--- src/inc/wdrc_params.svh ---
// timing counts, offsets, field positions and reset values of the watchdog and reset control
`ifndef WDRC_PARAMS_SVH
`define WDRC_PARAMS_SVH
`define WDRC_CLK_MHZ           100
`define WDRC_OFF_CONTROL       12'h000
`define WDRC_OFF_STATUS        12'h004
`define WDRC_OFF_CMD           12'h008
`define WDRC_CONTROL_RESET     8'h53
`define WDRC_GUARD_MSB         7
`define WDRC_GUARD_LSB         3
`define WDRC_SRF_BIT           2
`define WDRC_PERIOD_MSB        1
`define WDRC_PERIOD_LSB        0
`define WDRC_STAGE_BASE        6
`define WDRC_GUARD_ENABLE      5'h0A
`define WDRC_GUARD_DISABLE     5'h15
`define WDRC_OSC_DIV           8
`define WDRC_SRESET_DELAY_US   1
`define WDRC_SRESET_CYCLES     ((`WDRC_SRESET_DELAY_US * `WDRC_CLK_MHZ))
`define WDRC_LVR_QUALIFY_US    1
`define WDRC_LVR_CYCLES        ((`WDRC_LVR_QUALIFY_US * `WDRC_CLK_MHZ))
`define WDRC_POR_DELAY_US      1
`define WDRC_POR_CYCLES        ((`WDRC_POR_DELAY_US * `WDRC_CLK_MHZ))
`define WDRC_RESP_OKAY         2'h0
`define WDRC_RESP_SLVERR       2'h2
`define WDRC_CMD_CLEAR_BIT     0
`define WDRC_CMD_HALT_BIT      1
`endif

--- src/inc/wdrc_pkg.sv ---
// types of the watchdog and reset control
`default_nettype none
package wdrc_pkg;
   typedef enum logic [1:0] {
      WDRC_FAST  = 2'h0,
      WDRC_SLOW  = 2'h1,
      WDRC_IDLE  = 2'h3,
      WDRC_SLEEP = 2'h2
   } wdrc_mode_e;
   typedef logic [15:0] wdrc_count_t;
endpackage : wdrc_pkg
`default_nettype wire

--- src/rtl/wdrc_top.sv ---
// watchdog timer with software reset, power-on and undervoltage reset sources, AXI4-Lite slave
`timescale 1ns/1ps
`default_nettype none
`include "wdrc_params.svh"

module wdrc_top (
   input  wire logic                aclk,
   input  wire logic                aresetn,
   input  wire logic                awvalid,
   output logic                     awready,
   input  wire logic [11:0]         awaddr,
   input  wire logic                wvalid,
   output logic                     wready,
   input  wire logic [31:0]         wdata,
   input  wire logic [3:0]          wstrb,
   output logic                     bvalid,
   input  wire logic                bready,
   output logic [1:0]               bresp,
   input  wire logic                arvalid,
   output logic                     arready,
   input  wire logic [11:0]         araddr,
   output logic                     rvalid,
   input  wire logic                rready,
   output logic [31:0]              rdata,
   output logic [1:0]               rresp,
   input  wire logic                slow_osc_tick,
   input  wire logic [1:0]          power_mode,
   input  wire logic                undervoltage_low,
   output logic                     device_reset,
   output logic                     pc_sp_clear,
   output logic                     port_preset,
   output logic                     timeout_flag,
   output logic                     power_down_flag
);
   localparam int SRESET_N = (`WDRC_SRESET_CYCLES < 1) ? 1 : `WDRC_SRESET_CYCLES;
   localparam int LVR_N    = (`WDRC_LVR_CYCLES < 1) ? 1 : `WDRC_LVR_CYCLES;
   localparam int POR_N    = (`WDRC_POR_CYCLES < 1) ? 1 : `WDRC_POR_CYCLES;

   logic [7:0]             watchdog_control;
   logic                   clear_cmd;
   logic                   halt_cmd;
   logic [2:0]             osc_div;
   logic                   wd_tick;
   wdrc_pkg::wdrc_count_t  wd_count;
   logic                   wd_overflow;
   logic [7:0]             srst_cnt;
   logic                   srst_fire;
   logic [7:0]             lvr_cnt;
   logic                   lvr_fire;
   logic [7:0]             por_cnt;
   logic                   por_done;
   logic                   aw_held;
   logic                   w_held;
   logic [11:0]            aw_addr_q;
   logic [31:0]            w_data_q;
   logic [3:0]             w_strb_q;
   logic                   do_write;
   logic                   ctrl_wr;
   logic                   cmd_wr;
   logic [7:0]             next_control;
   logic                   next_aw_held;
   logic                   next_w_held;
   logic                   next_bvalid;

   function automatic logic guard_legal(input logic [4:0] g);
      return (g == `WDRC_GUARD_ENABLE) || (g == `WDRC_GUARD_DISABLE);
   endfunction : guard_legal

   function automatic logic low_power(input wdrc_pkg::wdrc_mode_e m);
      return (m == wdrc_pkg::WDRC_IDLE) || (m == wdrc_pkg::WDRC_SLEEP);
   endfunction : low_power

   // ones below the overflow stage, counted in divided ticks
   function automatic wdrc_pkg::wdrc_count_t stage_mask(input logic [1:0] sel);
      return (16'h0001 << (`WDRC_STAGE_BASE + 2 * int'(sel))) - 16'h0001;
   endfunction : stage_mask

   wire logic [4:0] guard_code_field = watchdog_control[`WDRC_GUARD_MSB:`WDRC_GUARD_LSB];
   wire logic [1:0] period_select    = watchdog_control[`WDRC_PERIOD_MSB:`WDRC_PERIOD_LSB];
   wire logic       wd_enabled       = (guard_code_field == `WDRC_GUARD_ENABLE);
   wire wdrc_pkg::wdrc_mode_e mode   = wdrc_pkg::wdrc_mode_e'(power_mode);
   wire logic       any_reset        = srst_fire | lvr_fire | (wd_overflow & ~low_power(mode));

   // ---------------- AXI4-Lite write side ----------------
   assign do_write = aw_held & w_held & ~bvalid;
   assign ctrl_wr  = do_write & (aw_addr_q == `WDRC_OFF_CONTROL) & w_strb_q[0];
   assign cmd_wr   = do_write & (aw_addr_q == `WDRC_OFF_CMD) & w_strb_q[0];
   assign clear_cmd = cmd_wr & w_data_q[`WDRC_CMD_CLEAR_BIT];
   assign halt_cmd  = cmd_wr & w_data_q[`WDRC_CMD_HALT_BIT];

   always_comb begin
      next_aw_held = aw_held;
      next_w_held  = w_held;
      next_bvalid  = bvalid;
      if (awvalid && awready) begin
         next_aw_held = 1'b1;
      end
      if (wvalid && wready) begin
         next_w_held = 1'b1;
      end
      if (do_write) begin
         next_bvalid  = 1'b1;
         next_aw_held = 1'b0;
         next_w_held  = 1'b0;
      end else if (bvalid && bready) begin
         next_bvalid = 1'b0;
      end
   end

   always_ff @(posedge aclk) begin
      if (!aresetn) begin
         aw_held   <= 1'b0;
         w_held    <= 1'b0;
         awready   <= 1'b0;
         wready    <= 1'b0;
         aw_addr_q <= 12'h000;
         w_data_q  <= 32'h0000_0000;
         w_strb_q  <= 4'h0;
         bvalid    <= 1'b0;
         bresp     <= `WDRC_RESP_OKAY;
      end else begin
         aw_held <= next_aw_held;
         w_held  <= next_w_held;
         bvalid  <= next_bvalid;
         // readies taken from the next state so that the ports stay flop outputs
         awready <= ~next_aw_held & ~next_bvalid;
         wready  <= ~next_w_held & ~next_bvalid;
         if (awvalid && awready) begin
            aw_addr_q <= {awaddr[11:2], 2'h0};
         end
         if (wvalid && wready) begin
            w_data_q <= wdata;
            w_strb_q <= wstrb;
         end
         if (do_write) begin
            bresp <= (aw_addr_q == `WDRC_OFF_CONTROL || aw_addr_q == `WDRC_OFF_CMD)
                     ? `WDRC_RESP_OKAY : `WDRC_RESP_SLVERR;
         end
      end
   end

   // ---------------- AXI4-Lite read side ----------------
   always_ff @(posedge aclk) begin
      if (!aresetn) begin
         rvalid  <= 1'b0;
         arready <= 1'b0;
         rdata   <= 32'h0000_0000;
         rresp   <= `WDRC_RESP_OKAY;
      end else if (arvalid && arready) begin
         rvalid  <= 1'b1;
         arready <= 1'b0;
         rresp  <= `WDRC_RESP_OKAY;
         unique case ({araddr[11:2], 2'b00})
            `WDRC_OFF_CONTROL: rdata <= {24'h00_0000, watchdog_control};
            `WDRC_OFF_STATUS:  rdata <= {28'h000_0000, wd_enabled, power_down_flag,
                                         timeout_flag, device_reset};
            `WDRC_OFF_CMD:     rdata <= 32'h0000_0000;
            default: begin
               rdata <= 32'h0000_0000;
               rresp <= `WDRC_RESP_SLVERR;
            end
         endcase
      end else if (rvalid && rready) begin
         rvalid  <= 1'b0;
         arready <= 1'b1;
      end else begin
         arready <= ~rvalid;
      end
   end

   // ---------------- control register ----------------
   always_comb begin
      next_control = watchdog_control;
      if (ctrl_wr) begin
         next_control = w_data_q[7:0];
         // flag can be cleared by software only, never set by it
         next_control[`WDRC_SRF_BIT] = watchdog_control[`WDRC_SRF_BIT] & w_data_q[`WDRC_SRF_BIT];
      end
      if (srst_fire) begin
         // device reset restores the power-on value, but the cause stays visible
         next_control = `WDRC_CONTROL_RESET;
         next_control[`WDRC_SRF_BIT] = 1'b1;
      end else if (any_reset) begin
         next_control = {`WDRC_CONTROL_RESET} | {5'h00, watchdog_control[`WDRC_SRF_BIT], 2'b00};
      end
   end

   always_ff @(posedge aclk) begin
      if (!aresetn) begin
         watchdog_control <= `WDRC_CONTROL_RESET;
      end else begin
         watchdog_control <= next_control;
      end
   end

   // ---------------- software reset delay ----------------
   // an illegal guard code arms the delay; it cannot be cancelled by rewriting
   always_ff @(posedge aclk) begin
      if (!aresetn) begin
         srst_cnt  <= 8'h00;
         srst_fire <= 1'b0;
      end else begin
         srst_fire <= 1'b0;
         if (srst_fire) begin
            srst_cnt <= 8'h00;
         end else if (srst_cnt != 8'h00) begin
            if (srst_cnt == 8'(SRESET_N)) begin
               srst_fire <= 1'b1;
            end else begin
               srst_cnt <= srst_cnt + 8'h01;
            end
         end else if (!guard_legal(guard_code_field)) begin
            srst_cnt <= 8'h01;
         end
      end
   end

   // ---------------- watchdog counter ----------------
   always_ff @(posedge aclk) begin
      if (!aresetn) begin
         osc_div <= 3'h0;
         wd_tick <= 1'b0;
      end else begin
         wd_tick <= 1'b0;
         if (slow_osc_tick) begin
            osc_div <= osc_div + 3'h1;
            wd_tick <= (osc_div == 3'(`WDRC_OSC_DIV - 1));
         end
      end
   end

   // overflow taken at stage 9/11/13/15 of the oscillator count, i.e. stage 6..12 after /8
   always_ff @(posedge aclk) begin
      if (!aresetn) begin
         wd_count    <= 16'h0000;
         wd_overflow <= 1'b0;
      end else begin
         wd_overflow <= 1'b0;
         if (srst_fire || clear_cmd || halt_cmd || any_reset || wd_overflow) begin
            wd_count <= 16'h0000;
         end else if (wd_enabled && wd_tick) begin
            wd_count <= wd_count + 16'h0001;
            // all ones below the selected stage: this tick carries into it
            wd_overflow <= (wd_count & stage_mask(period_select)) ==
                           stage_mask(period_select);
         end
      end
   end

   // ---------------- undervoltage qualify ----------------
   always_ff @(posedge aclk) begin
      if (!aresetn) begin
         lvr_cnt  <= 8'h00;
         lvr_fire <= 1'b0;
      end else begin
         lvr_fire <= 1'b0;
         if (!undervoltage_low || low_power(mode) || lvr_fire) begin
            lvr_cnt <= 8'h00;
         end else if (lvr_cnt == 8'(LVR_N)) begin
            lvr_fire <= 1'b1;
            lvr_cnt  <= 8'h00;
         end else begin
            lvr_cnt <= lvr_cnt + 8'h01;
         end
      end
   end

   // ---------------- power-on delay and reset outputs ----------------
   always_ff @(posedge aclk) begin
      if (!aresetn) begin
         por_cnt  <= 8'h00;
         por_done <= 1'b0;
      end else if (!por_done) begin
         por_cnt  <= por_cnt + 8'h01;
         por_done <= (por_cnt == 8'(POR_N - 1));
      end
   end

   always_ff @(posedge aclk) begin
      if (!aresetn) begin
         device_reset <= 1'b1;
         port_preset  <= 1'b1;
         pc_sp_clear  <= 1'b1;
      end else begin
         device_reset <= ~por_done | any_reset;
         port_preset  <= ~por_done | any_reset;
         pc_sp_clear  <= ~por_done | any_reset | (wd_overflow & low_power(mode));
      end
   end

   // ---------------- status flags ----------------
   always_ff @(posedge aclk) begin
      if (!aresetn) begin
         timeout_flag    <= 1'b0;
         power_down_flag <= 1'b0;
      end else begin
         if (wd_overflow) begin
            timeout_flag <= 1'b1;
         end else if (halt_cmd) begin
            timeout_flag <= 1'b0;
         end
         if (halt_cmd) begin
            power_down_flag <= 1'b1;
         end else if (clear_cmd) begin
            power_down_flag <= 1'b0;
         end
      end
   end
endmodule : wdrc_top
`default_nettype wire

--- config.mk ---
export PLATFORM = sky130hd
export DESIGN_NAME = wdrc_top
export DESIGN_NICKNAME = d
export VERILOG_FILES = /design/src/inc/wdrc_pkg.sv /design/src/rtl/wdrc_top.sv
export VERILOG_INCLUDE_DIRS = /design/src /design/src/inc
export SDC_FILE = /design/constraint.sdc
export NUM_CORES = 1
export LEC_CHECK = 0
export BUFFER_PORTS_ARGS = -buffer_cell sky130_fd_sc_hd__clkbuf_2
export CORE_ASPECT_RATIO = 0.8
export CORE_MARGIN = 10
export CORE_UTILIZATION = 52
export CTS_CLUSTER_SIZE = 28
export DETAILED_ROUTE_END_ITERATION = 8
export GPL_TIMING_DRIVEN = 0
export PLACE_DENSITY = 0.85
export SLEW_MARGIN = 0
export SYNTH_ARGS = -nofsm -noshare
export SYNTH_HDL_FRONTEND = slang
export SYNTH_SLANG_ARGS = --single-unit
--- constraint.sdc ---
create_clock -name aclk -period 2.4 [get_ports aclk]
set_input_delay 0.48 -clock aclk [delete_from_list [all_inputs] [get_ports aclk]]
set_output_delay 0.48 -clock aclk [all_outputs]
set_load 0.02 [all_outputs]
==> results.ini, run 1 <==
[sta]
setup_violations=0
fin_skew_ns=0.00749
final_hold_viol_count=0
setup_ws_ns=0.500
tns_ns=0
tightestPinTransition_ns=0.668
fin_crit_ns=1.90
rsz0062_at_grt=false
slew_violations=0
final.period_utilization=0.792
slew-limit-headroom=0.543
max_freq_mhz=526

[route]
drc_errors=0
drt_wl_total_mm=9.71
vias_per_cell=5.21
drtAntennaViolNets=0
drtPass1Iterations=4
vias=3523
drt-wirelength-per-cell_um=14.4
drtIter0Drc=179

[grt]
antenna_found_initial=0
grt_usage=0.162
overflow=0
grt_pass1_wl_mm=16.3
grt_max_degree=14
grt_pass1_vias=3554

[critical_path]
slowest_stage=nor4_1
path_buf_inv=1
cp-startpoint=aw_addr_q[6]$_SDFFE_PN0P_
cp_slowest_stage_delay_ns=0.48
cp.arrival_ns=2.14
end_kind=flip-flop
worstPathCellList=nor4_1 > nand3_1 > o31ai_4 > buf_2 > a21oi_1
criticalPathCategory=flip-flop to flip-flop
crit_family=simple AND/OR/NAND/NOR gates
worstPathRequired_ns=2.64
critPathLaunchType=flip-flop
worstPathMaxFanout=8
timing.rr.start=aw_addr_q[6]$_SDFFE_PN0P_

[synthesis]
synth_top_cell_by_area=dfxtp_1
syn_inst=471
synth_top_area_share=0.439
ys_seq_area_frac=0.439
synthFlopType=dfxtp_1
synth_seq_cells=92
syn_avg_cell_area_sq_um=8.92
yosysUniqueCellTypes=54
synth_common_cells=92 x dfxtp_1, 77 x nand2_1, 31 x nor2_1
synth-edff-count=0
async_flop_share=0
yosysWarnings=0
syn-cell-area_sq_um=4200
yosysMostFrequentCell=dfxtp_1
synth_area_leaders=dfxtp_1 44%, nand2_1 6.9%, buf_4 4.8%

[floorplan]
core_area_sq_um=7910
io_pins=117
dieHeight_um=100
die_w_um=120
initial_core_util=0.531
row_count=29
dieArea_sq_um=12100

[clock_network]
cts_post_setup_buffers_inserted=0
cts.repair.resized=0
cts_root_buffer=clkbuf_8
clockBufferDepth=2
postCtsHoldBufs=0
clk_pin_slew_ns=0.08
cts_tree=built
cts_made_buffers=9
cts_sinks=92
clk_latency_ns=0.35
h-tree-depth=3

[power_and_ir_drop]
p_leak_uw=0.00202
power_density_nw_per_um2=582
vdd_drop_max_v=0.000356

[outcome]
status=finished clean

[cells_and_area]
area_growth_pct=16.1
layout-drive-gt1-share=0.188
final_util=0.616
seq_area_sq_um=1840
multi_input_area_sq_um=2160
final_nets=645
n_antenna_cell=0
design_area_sq_um=4870
fillers=708

[place]
place_area_sq_um=4720
place_hpwl_mm=7.65
routabilityCongestion=0.883
dpl_worst_slack_ns=0.413
portBuffers=57

[job]
drv_cap=0

[worst_hold_path]
min_path_type=input pin to flip-flop
hp-start=wdata[4]

==> worst reg2reg max path: stages, from the launching register on <==
cell and delay (ns):
dfxtp_1 0.32, nor4_1 0.48, nand3_1 0.28, o31ai_4 0.39, buf_2 0.26, a21oi_1 0.06
==> logic make-up after synthesis <==
logic type / Yosys count / synth area share
fa+ha+maj: 9 / 0.0268
buf+inv: 50 / 0.0694
other cells: 2 / 0.00179
mux: 13 / 0.0310
compound gates: 73 / 0.123
simple gates: 211 / 0.266
flops: 92 / 0.439
xor+xnor: 21 / 0.0438
==> report_power, final <==
| part | internal [uW] | leakage (uW) | total, uW | switching (uW) |
|---|---|---|---|---|
| logic | 138 | 0.00119 | 333 | 195 |
| registers | 1570 | 0.000746 | 1610 | 42.5 |
| clock network | 389 | 0.0000848 | 894 | 505 |
==> worst paths after layout <==
path,endpoint,slack (ns),cells past startpoint
setup / recovery,wd_count[7]$_SDFFE_PP0P_,0.50,5
hold / removal,w_data_q[4]$_SDFFE_PN0P_,0.35,3
setup reg to reg,wd_count[7]$_SDFFE_PP0P_,0.50,5
hold reg to reg,rdata[3]$_SDFFE_PN0P_,0.47,2
==> registers in the layout, summed over array words and instances (netlist names), 3 cells and up <==
| name | count |
|---|---|
| wd_count | 12 |
| watchdog_control | 8 |
| rdata | 8 |
| w_data_q | 8 |
| srst_cnt | 8 |
| por_cnt | 8 |
| aw_addr_q | 10 |
| osc_div | 3 |
| lvr_cnt | 8 |
==> layer usage <==
| layer | wire length (um) | up-vias | part of all wire | global-route usage |
|---|---|---|---|---|
| li1 | - | 1757 | - | - |
| met1 | 4360 | 1635 | 0.45 | 0.187 |
| met2 | 4380 | 119 | 0.45 | 0.270 |
| met3 | 839 | 12 | 0.086 | 0.0645 |
| met4 | 130 | 0 | 0.013 | 0.0509 |
| met5 | 0 | - | 0 | 0 |
==> per-stage QoR <==
stage	total power, uW	std cells	hold WS, ns
detailed placement	1980	662	0.453
floorplan	1880	497	0.433
global placement	1960	662	0.449
global route	2960	676	0.350
finish	2840	676	0.354
CTS	2850	676	0.341
==> cell usage in the layout, fill, tap and decap left out, drive strengths merged, types with 3 or more instances in the layout <==
master,netlist,final
nand2b,5,5
a21boi,30,30
nand2,77,77
ha,9,9
a211oi,3,3
nand3,18,18
o21ai,14,14
nor2,31,31
o31ai,5,5
xor2,9,9
a21oi,8,8
clkbuf,12,80
dfxtp,92,92
nor4bb,3,3
or3,9,9
nand4b,6,6
nor4,3,3
xnor2,12,12
and4,3,3
or4,3,3
mux2i,13,13
conb,2,28
nor3,10,10
buf,29,29
clkinv,0,3
and3,6,6
and2,16,16
inv,9,9
nand4,8,8
nor2b,5,5
==> cell type report <==
type                            count  share of cell area
Inverter                            9             0.00693
Tap cell                          108              0.0277
Timing Repair Buffer               57              0.0585
Multi-Input combinational cell    355               0.444
Clock buffer                       11              0.0290
Clock inverter                      3             0.00308
Buffer                             41              0.0529
Sequential cell                    92               0.378
Note: power is estimated with default switching activity, not from simulation.
==> inputs of run 2 (changes only) <==
Settings changed: CORE_UTILIZATION 52 to 47, PLACE_DENSITY 0.85 to 0.81.
Clock period 2.4 ns to 1.7 ns, I/O delays scaled along.
==> run 2 against run 1 <==
Net effect:
- power grew 57%
- critical path depth stayed put
- worst setup slack got worse by 0.44 ns
- cell area is 4.0% higher
- worst hold slack worse by 0.16 ns
- utilization is 2.6 points lower
- cell count up 1.9%
- wire length increased by 3.3%
- sequential share of layout area fell by 1.3 points
- critical path type unchanged
- highest routed layer unchanged
==> results.ini, run 2 (same netlist as run 1, synthesis figures left out) <==
[cells_and_area]
final_cell_mix=88 x dfxtp_1, 77 x nand2_1, 58 x clkbuf_2, 34 x buf_4, 31 x nor2_1
seq_area_sq_um=1850
layout-drive-gt1-share=0.224
multi_input_area_sq_um=2220
final_common_cell=dfxtp_1
layout.cells.non_filler=689
top_regs=wd_count: 12 flops, aw_addr_q: 10 flops
final_nets=652
fillers=758
n_antenna_cell=0
largest_register_ffs=12
area_growth_pct=20.7
largest-register=wd_count
design_area_sq_um=5070

[critical_path]
cp.arrival_ns=1.89
critPathLaunchType=flip-flop
worstPathRequired_ns=1.96
worstPathMaxFanout=8
worstPathCellList=nor4_4 > nand3_2 > o31ai_4 > buf_2 > nor2_1
criticalPathCategory=flip-flop to flip-flop
end_kind=flip-flop
slowest_stage=dfxtp_1
cp_slowest_stage_delay_ns=0.35

[sta]
final.period_utilization=0.962
setup_violations=0
tightestPinTransition_ns=0.578
final_hold_viol_count=0
hold_slack_ns=0.193
slew_violations=0
slew-limit-headroom=0.615
max_freq_mhz=611
fin_crit_ns=1.64
fin_skew_ns=0.0116

[outcome]
status=finished clean

[power_and_ir_drop]
p_int_uw=3310
p_leak_uw=0.00212
p_clk_frac=0.367
power_frac_comb=0.122
switchingPower_uw=1150
power_density_nw_per_um2=881
switching_share=0.258
vdd_drop_max_v=0.000483
seq_power_share=0.511

[route]
drtPass1Iterations=5
vias_per_cell=5.19
drc_errors=0
drtAntennaViolNets=0
vias=3579
drt-wirelength-per-cell_um=14.6
drt_wl_total_mm=10.0
drtIter0Drc=249

[clock_network]
cts_made_buffers=9
clk_latency_ns=0.37
clockBufferDepth=2
h-tree-depth=3
postCtsHoldBufs=0
cts_root_buffer=clkbuf_8
cts_tree=built
cts_sinks=92
clk_pin_slew_ns=0.10

[place]
place_hpwl_mm=7.56
portBuffers=57
place_inst=666
routabilityCongestion=0.858
place_area_sq_um=4720

[floorplan]
core_area_sq_um=8600
row_count=30
io_pins=117
dieArea_sq_um=13100
die_w_um=126
dieHeight_um=105
initial_core_util=0.489

[grt]
antenna_found_initial=0
overflow=0
grt_pass1_vias=3485
grt_usage=0.148
grt_pass1_wl_mm=16.4
grt_max_degree=17

[job]
drv_cap=0

[worst_hold_path]
min_path_type=input pin to flip-flop

run 2: cell types whose count changed in the layout (fill, tap and decap cells not counted), moves of 3 or more:
cell / change
dfxtp_2: +3
buf_4: +7
clkinv_2: -3
dfxtp_1: -4
run 2: path summary, 6_finish.rpt:
kind	to	cells past startpoint	from	slack, ns
worst max-delay path	wd_count[4]$_SDFFE_PP0P_	5	aw_addr_q[6]$_SDFFE_PN0P_	0.06
worst min-delay path	aw_addr_q[6]$_SDFFE_PN0P_	3	awaddr[6]	0.19
worst max register to register	wd_count[4]$_SDFFE_PP0P_	5	aw_addr_q[6]$_SDFFE_PN0P_	0.06
worst min register to register	rdata[5]$_SDFFE_PN0P_	2	rdata[5]$_SDFFE_PN0P_	0.47
run 2: through the flow:
stage | util | setup slack [ns] | total power (uW) | setup TNS, ns
after floorplan | - | 0.0195 | 2650 | 0
after global placement | 0.549 | -0.157 | 2770 | -2.21
after detailed placement | 0.549 | -0.221 | 2800 | -3.87
after CTS | 0.580 | 0.0225 | 4430 | 0
after global routing | 0.590 | -0.00618 | 4650 | -0.0122
final | 0.590 | 0.0646 | 4460 | 0
run 2: what timing repair did:
item,4_1_cts,5_1_grt
gates resized for setup,5,17
setup buffers,1,6
setup endpoints to repair,21,18
pin swaps,1,4
run 2: power groups by stage:
stage / registers (uW) / clock network, uW / logic, uW
3_5_place_dp: 2330 / 0 / 468
4_1_cts: 2280 / 1670 / 490
3_3_place_gp: 2320 / 0 / 449
6_report: 2280 / 1640 / 546
2_1_floorplan: 2320 / 0 / 329
5_1_grt: 2290 / 1750 / 607
run 2: critical path: cells and delay by family (launching register included):
| kind | cells | cell delay [ns] |
|---|---|---|
| AO/OA/AOI/OAI | 1 | 0.32 |
| flip-flops | 1 | 0.35 |
| AND/OR/NAND/NOR | 3 | 0.60 |
| buffers and inverters | 1 | 0.25 |
run 2: area by class of cell:
type,instances,area share
Multi-Input combinational cell,355,0.438
Sequential cell,92,0.365
Buffer,41,0.0516
Inverter,9,0.00667
Clock buffer,10,0.0252
Tap cell,112,0.0276
Timing Repair Buffer,64,0.0667
Clock inverter,6,0.0190
run 2: routing by layer:
metal / part of all wire / vias to the layer above / track usage / wire length, um
li1: - / 1784 / - / -
met2: 0.45 / 113 / 0.227 / 4460
met4: 0.013 / 0 / 0.0452 / 126
met1: 0.45 / 1666 / 0.187 / 4550
met3: 0.088 / 16 / 0.0581 / 887
met5: 0 / - / 0 / 0
